**src/inc/flash_host_pkg.sv**
```systemverilog
/*
 * Constants, types and command codes for the flash command host.
 * Assumes a 100 MHz pclk and a parallel flash with asynchronous strobes.
 */
package flash_host_pkg;

    // ------------------------------------------------------------------
    // Timing
    // ------------------------------------------------------------------
    localparam int CLK_MHZ   = 100;
    localparam int T_WP_NS   = 35;
    localparam int T_ACC_NS  = 70;
    localparam int T_RP_NS   = 500;
    localparam int T_BUSY_NS = 90;

    function automatic logic [7:0] ns_to_cyc(input int ns);
        int c;
        c = (ns * CLK_MHZ + 999) / 1000;
        if (c < 1) begin
            c = 1;
        end
        return c[7:0];
    endfunction : ns_to_cyc

    localparam logic [7:0] WP_CYC   = ns_to_cyc(T_WP_NS);
    localparam logic [7:0] ACC_CYC  = ns_to_cyc(T_ACC_NS);
    localparam logic [7:0] RP_CYC   = ns_to_cyc(T_RP_NS);
    localparam logic [7:0] BUSY_CYC = ns_to_cyc(T_BUSY_NS);

    // ------------------------------------------------------------------
    // Register map and fields
    // ------------------------------------------------------------------
    localparam logic [7:0] OFF_CTRL   = 8'h00;
    localparam logic [7:0] OFF_ADDR   = 8'h04;
    localparam logic [7:0] OFF_WDATA  = 8'h08;
    localparam logic [7:0] OFF_STATUS = 8'h0C;
    localparam logic [7:0] OFF_RDATA  = 8'h10;
    localparam logic [7:0] OFF_CONFIG = 8'h14;

    localparam int ST_BUSY    = 0;
    localparam int ST_ERR     = 1;
    localparam int ST_QUERY   = 2;
    localparam int ST_SECURED = 3;
    localparam int ST_BYPASS  = 4;
    localparam int ST_RB      = 5;
    localparam int ST_DONE    = 6;
    localparam int CFG_BYTE   = 0;
    localparam int CFG_ACCEL  = 1;

    // ------------------------------------------------------------------
    // Flash command codes and unlock addresses
    // ------------------------------------------------------------------
    localparam int FLASH_AW = 22;
    localparam logic [7:0]  CMD_UNLOCK1  = 8'hAA;
    localparam logic [7:0]  CMD_UNLOCK2  = 8'h55;
    localparam logic [7:0]  CMD_QUERY    = 8'h90;
    localparam logic [7:0]  CMD_RESET    = 8'hF0;
    localparam logic [7:0]  CMD_PROG     = 8'hA0;
    localparam logic [7:0]  CMD_BYPASS   = 8'h20;
    localparam logic [7:0]  CMD_ER_SETUP = 8'h80;
    localparam logic [7:0]  CMD_CHIP_ER  = 8'h10;
    localparam logic [7:0]  CMD_SEC_IN   = 8'h88;
    localparam logic [7:0]  CMD_SEC_OUT  = 8'h90;
    localparam logic [7:0]  CMD_BYP_OUT  = 8'h90;
    localparam logic [7:0]  CMD_EXIT2    = 8'h00;
    localparam logic [11:0] UNL_A1_WORD  = 12'h555;
    localparam logic [11:0] UNL_A2_WORD  = 12'h2AA;
    localparam logic [11:0] UNL_A1_BYTE  = 12'hAAA;
    localparam logic [11:0] UNL_A2_BYTE  = 12'h555;

    typedef enum logic [3:0] {
        OP_READ      = 4'h0,
        OP_RESET     = 4'h1,
        OP_QUERY     = 4'h2,
        OP_SEC_ENTER = 4'h3,
        OP_SEC_EXIT  = 4'h4,
        OP_PROGRAM   = 4'h5,
        OP_BYP_ENTER = 4'h6,
        OP_BYP_PROG  = 4'h7,
        OP_BYP_RESET = 4'h8,
        OP_CHIP_ER   = 4'h9,
        OP_HW_RESET  = 4'hA
    } op_t;

    typedef struct packed {
        logic [FLASH_AW-1:0] addr;
        logic [15:0]         data;
        logic                last;
    } step_t;

endpackage : flash_host_pkg

```
**src/core/flash_cmd_sequencer.sv**
```systemverilog
/*
 * APB-controlled host that drives a parallel flash through its pins.
 * Assumes pins synchronous to pclk and a flash that answers within the
 * timing constants of the package.
 */
// Implementation choices: the register offsets and register access over APB.
`timescale 1ns/10ps

module flash_cmd_sequencer
    import flash_host_pkg::*;
#(
    parameter int BANK_W = 2
) (
    input  wire logic                pclk,
    input  wire logic                presetn,
    input  wire logic                psel,
    input  wire logic                penable,
    input  wire logic                pwrite,
    input  wire logic [7:0]          paddr,
    input  wire logic [31:0]         pwdata,
    output logic      [31:0]         prdata,
    output logic                     pready,
    output logic                     pslverr,
    output logic      [FLASH_AW-1:0] flash_addr,
    output logic      [15:0]         flash_dq_out,
    output logic                     flash_dq_oe,
    input  wire logic [15:0]         flash_dq_in,
    output logic                     flash_ce_n,
    output logic                     flash_we_n,
    output logic                     flash_oe_n,
    output logic                     flash_reset_n,
    output logic                     width_byte_n,
    output logic                     protect_accel_pin,
    input  wire logic                ready_busy_n
);

    // ------------------------------------------------------------------
    // State
    // ------------------------------------------------------------------
    typedef enum logic [6:0] {
        S_IDLE  = 7'h01,
        S_SETUP = 7'h02,
        S_PULSE = 7'h04,
        S_HOLD  = 7'h08,
        S_READ  = 7'h10,
        S_BUSY  = 7'h20,
        S_HWRST = 7'h40
    } state_t;

    state_t              state_ff, nxt_state;
    op_t                 op_ff, nxt_op;
    logic [2:0]          idx_ff, nxt_idx;
    logic [7:0]          cnt_ff, nxt_cnt;
    logic [FLASH_AW-1:0] uaddr_ff, nxt_uaddr, addr_ff, nxt_addr;
    logic [15:0]         wdata_ff, nxt_wdata, dq_ff, nxt_dq, rdata_ff, nxt_rdata;
    logic dq_oe_ff, nxt_dq_oe, ce_n_ff, nxt_ce_n, we_n_ff, nxt_we_n;
    logic oe_n_ff, nxt_oe_n, rst_n_ff, nxt_rst_n, byte_ff, nxt_byte;
    logic accel_ff, nxt_accel, query_ff, nxt_query, secured_ff, nxt_secured;
    logic bypass_ff, nxt_bypass, err_ff, nxt_err, done_ff, nxt_done;
    logic byte_n_ff, nxt_byte_n;
    logic [31:0] prdata_ff, nxt_prdata;
    logic        pready_ff, nxt_pready, pslverr_ff, nxt_pslverr;
    logic        access, start, refuse;
    op_t         start_op;
    step_t       step;

    // ------------------------------------------------------------------
    // Sequence table
    // ------------------------------------------------------------------
    function automatic step_t seq_step(input op_t op, input logic [2:0] i,
                                       input logic bm,
                                       input logic [FLASH_AW-1:0] ua,
                                       input logic [15:0] ud);
        logic [FLASH_AW-1:0] a1, a2, ba;
        logic                second;
        step_t               s;
        a1 = FLASH_AW'(bm ? UNL_A1_BYTE : UNL_A1_WORD);
        a2 = FLASH_AW'(bm ? UNL_A2_BYTE : UNL_A2_WORD);
        ba = {ua[FLASH_AW-1 -: BANK_W], {(FLASH_AW-BANK_W){1'b0}}};
        second = (i == 3'h1) || (i == 3'h4);
        s.addr = second ? a2 : a1;
        s.data = {8'h00, second ? CMD_UNLOCK2 : CMD_UNLOCK1};
        s.last = 1'b0;
        case (op)
            OP_RESET: begin
                s.data = {8'h00, CMD_RESET};
                s.last = 1'b1;
            end
            OP_QUERY: if (i == 3'h2) begin
                s.addr = ba | a1;
                s.data = {8'h00, CMD_QUERY};
                s.last = 1'b1;
            end
            OP_SEC_ENTER: if (i == 3'h2) begin
                s.data = {8'h00, CMD_SEC_IN};
                s.last = 1'b1;
            end
            OP_SEC_EXIT: if (i == 3'h2) begin
                s.data = {8'h00, CMD_SEC_OUT};
            end else if (i == 3'h3) begin
                s.data = {8'h00, CMD_EXIT2};
                s.last = 1'b1;
            end
            OP_PROGRAM: if (i == 3'h2) begin
                s.data = {8'h00, CMD_PROG};
            end else if (i == 3'h3) begin
                s.addr = ua;
                s.data = ud;
                s.last = 1'b1;
            end
            OP_BYP_ENTER: if (i == 3'h2) begin
                s.data = {8'h00, CMD_BYPASS};
                s.last = 1'b1;
            end
            OP_BYP_PROG: if (i == 3'h0) begin
                s.data = {8'h00, CMD_PROG};
            end else begin
                s.addr = ua;
                s.data = ud;
                s.last = 1'b1;
            end
            OP_BYP_RESET: if (i == 3'h0) begin
                s.data = {8'h00, CMD_BYP_OUT};
            end else begin
                s.data = {8'h00, CMD_EXIT2};
                s.last = 1'b1;
            end
            OP_CHIP_ER: if (i == 3'h2) begin
                s.data = {8'h00, CMD_ER_SETUP};
            end else if (i == 3'h5) begin
                s.data = {8'h00, CMD_CHIP_ER};
                s.last = 1'b1;
            end
            default: s.last = 1'b1;
        endcase
        return s;
    endfunction : seq_step

    // ------------------------------------------------------------------
    // APB slave
    // ------------------------------------------------------------------
    always_comb begin
        access      = psel && penable && pready_ff;
        start       = access && pwrite && (paddr == OFF_CTRL);
        start_op    = op_t'(pwdata[3:0]);
        nxt_pready  = psel && penable && !pready_ff;
        nxt_prdata  = 32'h0000_0000;
        nxt_pslverr = 1'b0;
        if (nxt_pready) begin
            if (paddr == OFF_CTRL) begin
                nxt_prdata = {28'h000_0000, op_ff};
            end else if (paddr == OFF_ADDR) begin
                nxt_prdata = 32'(uaddr_ff);
            end else if (paddr == OFF_WDATA) begin
                nxt_prdata = {16'h0000, wdata_ff};
            end else if (paddr == OFF_STATUS) begin
                nxt_prdata[ST_BUSY]    = (state_ff != S_IDLE);
                nxt_prdata[ST_ERR]     = err_ff;
                nxt_prdata[ST_QUERY]   = query_ff;
                nxt_prdata[ST_SECURED] = secured_ff;
                nxt_prdata[ST_BYPASS]  = bypass_ff || accel_ff;
                nxt_prdata[ST_RB]      = ready_busy_n;
                nxt_prdata[ST_DONE]    = done_ff;
            end else if (paddr == OFF_RDATA) begin
                nxt_prdata = {16'h0000, rdata_ff};
            end else if (paddr == OFF_CONFIG) begin
                nxt_prdata[CFG_BYTE]  = byte_ff;
                nxt_prdata[CFG_ACCEL] = accel_ff;
            end else begin
                nxt_pslverr = 1'b1;
            end
        end
    end

    // ------------------------------------------------------------------
    // Command sequencer
    // ------------------------------------------------------------------
    always_comb begin
        step = seq_step(op_ff, idx_ff, byte_ff, uaddr_ff, wdata_ff);
        refuse = (state_ff != S_IDLE)
               || (start_op > OP_HW_RESET)
               || (!ready_busy_n && start_op != OP_READ
                   && start_op != OP_HW_RESET)
               || (query_ff && start_op != OP_RESET
                   && start_op != OP_READ
                   && start_op != OP_HW_RESET)
               || ((bypass_ff || accel_ff) && start_op != OP_BYP_PROG
                   && start_op != OP_BYP_RESET && start_op != OP_READ
                   && start_op != OP_HW_RESET)
               || (secured_ff && (start_op == OP_BYP_ENTER
                   || start_op == OP_BYP_PROG))
               || (start_op == OP_BYP_PROG && !bypass_ff && !accel_ff);
        nxt_state = state_ff;   nxt_op    = op_ff;      nxt_idx = idx_ff;
        nxt_cnt   = cnt_ff;     nxt_addr  = addr_ff;    nxt_dq  = dq_ff;
        nxt_dq_oe = dq_oe_ff;   nxt_ce_n  = 1'b1;       nxt_we_n = 1'b1;
        nxt_oe_n  = 1'b1;       nxt_rst_n = 1'b1;       nxt_rdata = rdata_ff;
        nxt_uaddr = uaddr_ff;   nxt_wdata = wdata_ff;   nxt_byte = byte_ff;
        nxt_accel = accel_ff && !secured_ff;
        nxt_query = query_ff;   nxt_secured = secured_ff;
        nxt_bypass = bypass_ff;
        nxt_err  = err_ff;
        nxt_done = done_ff;
        if (access && pwrite) begin
            if (paddr == OFF_ADDR) begin
                nxt_uaddr = pwdata[FLASH_AW-1:0];
            end else if (paddr == OFF_WDATA) begin
                nxt_wdata = pwdata[15:0];
            end else if (paddr == OFF_STATUS) begin
                nxt_err  = err_ff && !pwdata[ST_ERR];
                nxt_done = done_ff && !pwdata[ST_DONE];
            end else if (paddr == OFF_CONFIG) begin
                nxt_byte  = pwdata[CFG_BYTE];
                nxt_accel = pwdata[CFG_ACCEL] && !secured_ff;
            end
        end
        case (state_ff)
            S_IDLE: if (start) begin
                if (refuse) begin
                    nxt_err = 1'b1;
                end else begin
                    nxt_op  = start_op;
                    nxt_idx = 3'h0;
                    if (start_op == OP_READ) begin
                        nxt_state = S_READ;
                        nxt_addr  = uaddr_ff;
                        nxt_dq_oe = 1'b0;
                        nxt_cnt   = ACC_CYC;
                    end else if (start_op == OP_HW_RESET) begin
                        nxt_state = S_HWRST;
                        nxt_cnt   = RP_CYC;
                    end else begin
                        nxt_state = S_SETUP;
                    end
                end
            end
            S_SETUP: begin
                nxt_addr  = step.addr;
                nxt_dq    = step.data;
                nxt_dq_oe = 1'b1;
                nxt_cnt   = WP_CYC;
                nxt_state = S_PULSE;
            end
            S_PULSE: begin
                nxt_ce_n = 1'b0;
                nxt_we_n = 1'b0;
                nxt_cnt  = cnt_ff - 8'h01;
                if (cnt_ff == 8'h00) begin
                    nxt_ce_n  = 1'b1;
                    nxt_we_n  = 1'b1;
                    nxt_state = S_HOLD;
                end
            end
            S_HOLD: begin
                nxt_dq_oe = 1'b0;
                if (!step.last) begin
                    nxt_idx   = idx_ff + 3'h1;
                    nxt_state = S_SETUP;
                end else begin
                    case (op_ff)
                        OP_QUERY:     nxt_query = 1'b1;
                        OP_RESET:     nxt_query = 1'b0;
                        OP_SEC_ENTER: nxt_secured = 1'b1;
                        OP_SEC_EXIT:  nxt_secured = 1'b0;
                        OP_BYP_ENTER: nxt_bypass = 1'b1;
                        OP_BYP_RESET: nxt_bypass = 1'b0;
                        default: ;
                    endcase
                    if (op_ff == OP_PROGRAM || op_ff == OP_BYP_PROG
                        || op_ff == OP_CHIP_ER) begin
                        nxt_cnt   = BUSY_CYC;
                        nxt_state = S_BUSY;
                    end else begin
                        nxt_done  = 1'b1;
                        nxt_state = S_IDLE;
                    end
                end
            end
            S_BUSY: begin
                if (cnt_ff != 8'h00) begin
                    nxt_cnt = cnt_ff - 8'h01;
                end else if (ready_busy_n) begin
                    nxt_done  = 1'b1;
                    nxt_state = S_IDLE;
                end
            end
            S_READ: begin
                nxt_ce_n = 1'b0;
                nxt_oe_n = 1'b0;
                nxt_cnt  = cnt_ff - 8'h01;
                if (cnt_ff == 8'h00) begin
                    nxt_rdata = flash_dq_in;
                    nxt_done  = 1'b1;
                    nxt_ce_n  = 1'b1;
                    nxt_oe_n  = 1'b1;
                    nxt_state = S_IDLE;
                end
            end
            S_HWRST: begin
                nxt_rst_n = 1'b0;
                nxt_cnt   = cnt_ff - 8'h01;
                if (cnt_ff == 8'h00) begin
                    nxt_rst_n   = 1'b1;
                    nxt_query   = 1'b0;
                    nxt_secured = 1'b0;
                    nxt_bypass  = 1'b0;
                    nxt_done    = 1'b1;
                    nxt_state   = S_IDLE;
                end
            end
            default: nxt_state = S_IDLE;
        endcase
        if (start && state_ff != S_IDLE) begin
            nxt_err = 1'b1;
        end
        nxt_byte_n = !nxt_byte;
    end

    always_ff @(posedge pclk or negedge presetn) begin
        if (!presetn) begin
            state_ff <= S_IDLE;   op_ff <= OP_READ;   idx_ff <= 3'h0;
            cnt_ff   <= 8'h00;    addr_ff <= '0;      uaddr_ff <= '0;
            wdata_ff <= 16'h0000; dq_ff <= 16'h0000;  rdata_ff <= 16'h0000;
            dq_oe_ff <= 1'b0;     ce_n_ff <= 1'b1;    we_n_ff <= 1'b1;
            oe_n_ff  <= 1'b1;     rst_n_ff <= 1'b1;   byte_ff <= 1'b0;
            accel_ff <= 1'b0;     query_ff <= 1'b0;   secured_ff <= 1'b0;
            bypass_ff <= 1'b0;    err_ff <= 1'b0;     done_ff <= 1'b0;
            prdata_ff <= 32'h0000_0000;
            pready_ff <= 1'b0;
            pslverr_ff <= 1'b0;
            byte_n_ff <= 1'b1;
        end else begin
            state_ff <= nxt_state; op_ff <= nxt_op;     idx_ff <= nxt_idx;
            cnt_ff   <= nxt_cnt;   addr_ff <= nxt_addr; uaddr_ff <= nxt_uaddr;
            wdata_ff <= nxt_wdata; dq_ff <= nxt_dq;     rdata_ff <= nxt_rdata;
            dq_oe_ff <= nxt_dq_oe; ce_n_ff <= nxt_ce_n; we_n_ff <= nxt_we_n;
            oe_n_ff  <= nxt_oe_n;  rst_n_ff <= nxt_rst_n; byte_ff <= nxt_byte;
            accel_ff <= nxt_accel; query_ff <= nxt_query;
            secured_ff <= nxt_secured;
            bypass_ff <= nxt_bypass; err_ff <= nxt_err; done_ff <= nxt_done;
            prdata_ff <= nxt_prdata;
            pready_ff <= nxt_pready;
            pslverr_ff <= nxt_pslverr;
            byte_n_ff <= nxt_byte_n;
        end
    end

    assign prdata            = prdata_ff;
    assign pready            = pready_ff;
    assign pslverr           = pslverr_ff;
    assign flash_addr        = addr_ff;
    assign flash_dq_out      = dq_ff;
    assign flash_dq_oe       = dq_oe_ff;
    assign flash_ce_n        = ce_n_ff;
    assign flash_we_n        = we_n_ff;
    assign flash_oe_n        = oe_n_ff;
    assign flash_reset_n     = rst_n_ff;
    assign width_byte_n      = byte_n_ff;
    assign protect_accel_pin = accel_ff;
endmodule : flash_cmd_sequencer

```
**config.mk**
```make
export PLATFORM = sky130hd
export DESIGN_NAME = flash_cmd_sequencer
export DESIGN_NICKNAME = d
export VERILOG_FILES = /design/src/inc/flash_host_pkg.sv /design/src/core/flash_cmd_sequencer.sv
export SDC_FILE = /design/constraint.sdc
export NUM_CORES = 1
export LEC_CHECK = 0
export BUFFER_PORTS_ARGS = -buffer_cell sky130_fd_sc_hd__buf_2
export CAP_MARGIN = 20
export CORE_MARGIN = 5
export CORE_UTILIZATION = 56
export DETAILED_ROUTE_END_ITERATION = 7
export HOLD_SLACK_MARGIN = 0.02
export PLACE_DENSITY_LB_ADDON = 0.08
export SYNTH_ARGS = -nofsm -noshare
export SYNTH_HDL_FRONTEND = slang
export SYNTH_SLANG_ARGS = --single-unit
```
**constraint.sdc**
```tcl
create_clock -name pclk -period 4 [get_ports pclk]
set_input_delay 0.8 -clock pclk [delete_from_list [all_inputs] [get_ports pclk]]
set_output_delay 0.8 -clock pclk [all_outputs]
set_load 0.02 [all_outputs]
```
; Word level (Yosys, flattened, before mapping)
; Index checks and enable logic that the tools add are counted.
[totals]
regBits = 161
in_bits = 62
output_inout_bits = 79
elab_cells = 263
[classes]
add_sub_neg = 2
magnitude_cmp = 1
n_eq_ne = 50
mux = 114
bitwise = 3
n_reduce_logical = 68
[op_table]
columns = op, n
row1 = $pmux 16 s9, 1
row2 = $mux 32, 4
row3 = $mux 22, 5
row4 = $mux 8, 11
row5 = $mux 39, 2
row6 = $pmux 22 s3, 1
row7 = $mux 7, 9
row8 = $mux 1, 50
row9 = $pmux 22 s2, 1
row10 = $pmux 7 s6, 1
row11 = $pmux 8 s5, 1
row12 = $mux 9, 4
row13 = $mux 16, 2
row14 = $mux 25, 1
row15 = $eq 4x3->1 const B, 6
row16 = $mux 12, 2
row17 = $reduce_and 4->1, 6
row18 = $logic_and 1x1->1, 22
row19 = $ne 2x2->1 const B, 11
row20 = $or 22x12->22, 1
row21 = $eq 8x4->1 const B, 2
row22 = $eq 8x5->1 const B, 2
row23 = $logic_not 8->1, 2
row24 = $mux 14, 1
row25 = 48 further kinds, 90

; Longest topological paths before layout
[depth]
ltp_word = 12
depth_mapped = 11

; Least setup slack after synthesis
; Ideal clock, no wire load.
[synth_path]
path_kind = input port to flip-flop
startpoint = input paddr[2]
endpoint = register cnt_ff[2]
arrival_time_ns = 3.152
slack_ns = 0.722
cell_stages = 8
cell_sequence = clkbuf_1 > or4_1 > or3_4 > o21a_1 > a221o_1 > or3_1 > buf_6 > o32a_1
[synth_via]
elab_chain_len = 4
[synth_rtl]
columns = item, line_no
row1 = start: declaration, flash_cmd_sequencer.sv:19  ; input wire logic [7:0] paddr,
row2 = $logic_not 8->1, flash_cmd_sequencer.sv:144  ; start = access && pwrite && (paddr == OFF_CTRL);
row3 = $logic_and 1x1->1, flash_cmd_sequencer.sv:144
row4 = $ne 2x2->1 (no line), --
row5 = $reduce_and 7->1 (no line), --
row6 = end signal: assignment, flash_cmd_sequencer.sv:333  ; cnt_ff <= nxt_cnt; addr_ff <= nxt_addr; uaddr_ff <= nxt_uaddr;
row7 = end: declaration, flash_cmd_sequencer.sv:53  ; logic [7:0] cnt_ff, nxt_cnt;
; No other way between the ends.
; A chain may end at the register's enable or synchronous reset.

; Worst setup path in the final report
[layout_path]
startpoint = register idx_ff[0]
endpoint = register addr_ff[8] (netlist: flash_addr[8])
[layout_via]
elab_chain_len = 7
word_cells_on_any_way = 13
classes_between = eq/ne: 4 / mux: 7 / reduce/logical: 2
[layout_rtl]
columns = item, line_no
row1 = start: declaration, flash_cmd_sequencer.sv:52  ; logic [2:0] idx_ff, nxt_idx;
row2 = start signal: assignment, flash_cmd_sequencer.sv:332  ; state_ff <= nxt_state; op_ff <= nxt_op; idx_ff <= nxt_idx;
row3 = $eq 3x1->1 or $eq 3x3->1 (tied branches), flash_cmd_sequencer.sv:80  ; second = (i == 3'h1) || (i == 3'h4);
row4 = $logic_or 1x1->1, flash_cmd_sequencer.sv:80
row5 = $mux 12, flash_cmd_sequencer.sv:81  ; s.addr = second ? a2 : a1;
row6 = $mux 39, flash_cmd_sequencer.sv:106  ; end else if (i == 3'h3) begin
row7 = $mux 22, flash_cmd_sequencer.sv:104  ; OP_PROGRAM: if (i == 3'h2) begin
row8 = $pmux 22 s3 (*), flash_cmd_sequencer.sv:84  ; case (op)
row9 = $pmux 22 s2 (*), flash_cmd_sequencer.sv:216  ; case (state_ff)
row10 = end signal: assignment, flash_cmd_sequencer.sv:333
row11 = end: declaration, flash_cmd_sequencer.sv:54  ; logic [FLASH_AW-1:0] uaddr_ff, nxt_uaddr, addr_ff, nxt_addr;
; Mark *: on every way between the ends. The rest lies on a longest branch, timed or not.

==> impl_metrics.py <==
metrics = {
    "layout": {
        "fin_cells": 1053,
        "regArea_sq_um": 3790,
        "multi_input_area_sq_um": 3600,
        "final_cell_area_sq_um": 9040,
        "final_cell_mix": "145 x dfrtp_1, 119 x buf_2, 78 x nand2_1",
        "fin_nets": 933,
        "drive_above_1_share_pct": 29.3,
        "area_growth_pct": 18.5,
        "fillers": 1020,
        "diodes": 0,
        "layout_commonest_cell": "dfrtp_1",
        "fin_util_pct": 68.0,
    },
    "synthesis": {
        "synth-edff-count": 0,
        "ys_warn_count": 0,
        "synth_top_area_share_pct": 47.6,
        "avgSynthCellArea_sq_um": 10.3,
        "synth.ff_latch_count": 151,
        "seq_area_frac_synth_pct": 49.6,
        "synth_cell_type_count": 77,
        "synth_top_cell_by_area": "dfrtp_1",
        "ys_top_cells_by_area": "dfrtp_1 48%, mux2_2 8.9%, nand2_1 3.8%, o21ai_0 3.3%, nor2_1 2.8%",
        "synth_flop_cell": "dfrtp_1",
        "synthArstFlopShare_pct": 100,
        "netlist_area_sq_um": 7630,
        "syn_inst": 744,
    },
    "place": {
        "pre_cts_ws_ns": 0.449,
        "dp_hpwl_microns": 15400,
        "port-buffer-count": 120,
        "dpl_cell_area_sq_um": 8420,
        "gp_congestion": 0.919,
        "dp.cells": 1019,
    },
    "global_routing": {
        "track_usage_pct": 27.4,
        "met3_usage_pct": 5.38,
        "grt_pass1_wl_microns": 35000,
        "met2_usage_pct": 43.7,
        "grt_remaining_overflow": 0,
        "grt_max_degree": 103,
        "antenna_found_initial": 0,
        "grt_pass1_vias": 6427,
        "busiest_layer": "met2",
        "use_met1_pct": 38.5,
    },
    "timing": {
        "hold_viol_final": 0,
        "setup_ws_ns": 0.686,
        "min_period_over_period_pct": 82.8,
        "slew_violations": 0,
        "setup-violations-final": 0,
        "tightest_slew_ns": 1.07,
        "timing.hold.ws_ns": 0.450,
        "max_freq_mhz": 302,
        "rsz0062_at_grt": "false",
        "min_period_ns": 3.31,
        "tns_ns": 0,
        "clock_skew_ns": 0.00839,
        "relSlewSlack_pct": 28.2,
    },
    "setup_path": {
        "end_kind": "flip-flop",
        "critPathMaxFanout": 7,
        "worst-setup-path-type": "flip-flop to flip-flop",
        "crit_path_start_kind": "flip-flop",
        "cp.arrival_ns": 3.58,
        "crit_required_ns": 4.27,
    },
    "routing": {
        "ant_nets": 0,
        "remaining_drc_errors": 0,
        "drt_iter0_markers": 696,
        "routedWlPerCell_microns": 20.9,
        "vias": 6678,
        "drtPass1Iterations": 5,
        "drt-vias-per-instance": 6.34,
        "wirelength_microns": 22000,
    },
    "power_and_ir_drop": {
        "swShare_pct": 23.7,
        "power_frac_clock_pct": 48.4,
        "intPower_mw": 2.49,
        "p_per_area_nw_per_um2": 361,
        "p_comb_share_pct": 4.1,
        "power.leakage_nw": 4.29,
        "ir_worst_vdd_mv": 0.292,
        "p_switching_mw": 0.774,
        "total_power_mw": 3.27,
        "seqPwrFrac_pct": 47.5,
    },
    "worst_hold_path": {
        "hp-class": "flip-flop to flip-flop",
    },
    "floorplan": {
        "core_area_sq_um": 13300,
        "floorplan.initialDensity_pct": 57.4,
        "pin_count": 141,
        "dieArea_sq_um": 16100,
        "rows": 42,
        "chipWidth_microns": 127,
        "fp.dieH_microns": 127,
    },
    "clock_tree": {
        "cts_tree": "yes",
        "numCtsBuffers": 17,
        "cts.sinks": 151,
        "post_cts_buffers": 0,
        "clk-insertion-delay-late_ns": 0.42,
        "cts_resized": 0,
        "clockRootBuffer": "clkbuf_16",
        "cts.reportedPaths.clkPinSlew_ns": 0.07,
        "clk_path_buf_depth": 2,
        "h-tree-depth": 4,
        "cts_hold_buffers": 0,
    },
    "flow_run": {
        "maxCapViolCount": 0,
    },
    "status": {
        "outcome": "complete, no violations",
    },
}
-- area by class of cell --
| cell class | instances | share of cell area, % |
|---|---|---|
| multi-input cells | 535 | 39.8 |
| clock inverters | 13 | 1.48 |
| flip-flops and latches | 151 | 41.9 |
| repair buffers | 142 | 8.73 |
| well taps | 176 | 2.44 |
| clock buffers | 19 | 5.01 |
| inverters | 17 | 0.706 |
-- registers in the layout (all words and copies together), names as in the netlist, 3 cells and up --
register,count
prdata,22
state_ff,7
flash_addr,22
rdata_ff,16
wdata_ff,16
flash_dq_out,16
op_ff,4
uaddr_ff,22
idx_ff,3
cnt_ff,8
-- routing by layer --
layer  vias up  share of wire [%]
li1       2974                  -
met1      3306                 44
met2       361                 47
met3        37                7.9
met4         0                2.0
met5         -                  0
-- synth_stat cells, drive strengths merged (3+ instances only) --
cell       n
dfrtp    145
o21ai     50
nand4      4
nor4b      8
nand2b    16
nor3b      7
a221o      3
mux2i      4
a21oi     24
clkbuf    34
o211ai     3
nand2     78
a22oi      7
a221oi     5
o2111ai    3
o31ai      7
or4        5
a2bb2oi    6
xor2       3
nand3b     6
mux2      61
or3        6
nor4       9
nor3      19
a31oi     13
ha         7
o22ai      4
o41ai      3
a32oi      3
a22o      15
dfstp      6
and2      10
a222oi    12
and3       3
buf       16
nor2b     11
nand3     16
inv       16
a21o       5
nor2      58
-- power groups by stage --
stage | registers [mW] | logic [mW] | clock network, mW
floorplan | 1.58 | 0.0620 | 0
global placement | 1.58 | 0.128 | 0
detailed placement | 1.58 | 0.132 | 0
CTS | 1.55 | 0.133 | 1.59
global route | 1.55 | 0.147 | 1.67
finish | 1.55 | 0.133 | 1.58
-- worst paths after layout --
| path | startpoint | end | slack (ns) | cells after the start |
|---|---|---|---|---|
| min in group asynchronous | presetn | state_ff[3] | 0.47 | 1 |
| max in group asynchronous | presetn | flash_addr[0] | 2.56 | 2 |
| setup reg to reg | idx_ff[0] | flash_addr[8] | 0.69 | 11 |
| hold reg to reg | secured_ff | protect_accel_pin | 0.45 | 1 |
| setup / recovery | idx_ff[0] | flash_addr[8] | 0.69 | 11 |
| hold / removal | secured_ff | protect_accel_pin | 0.45 | 1 |
-- cells by family (layout without fill, tap and decap cells) --
logic type      after synthesis  after routing  synth area share [%]
simple gates                266            266                  18.4
fa+ha+maj                     7              7                  1.15
xor+xnor                      4              4                 0.459
other cells                   1             10                0.0492
mux                          65             65                  9.58
flops                       151            151                  49.6
compound gates              183            183                  16.8
buf+inv                      67            191                  3.95
-- worst max-delay path, cell delays in order, from the launching register on --
cell and delay [ns]:
dfrtp_1 0.43, inv_1 0.11, ha_1 0.33, nand2_1 0.17, nand2_1 0.13, inv_1 0.08
ha_1 0.34, a2111oi_0 0.38, o21ai_0 0.24, a21o_1 0.20, a32oi_1 0.57, a31oi_1 0.18
Power figures use the tool's default switching activity.
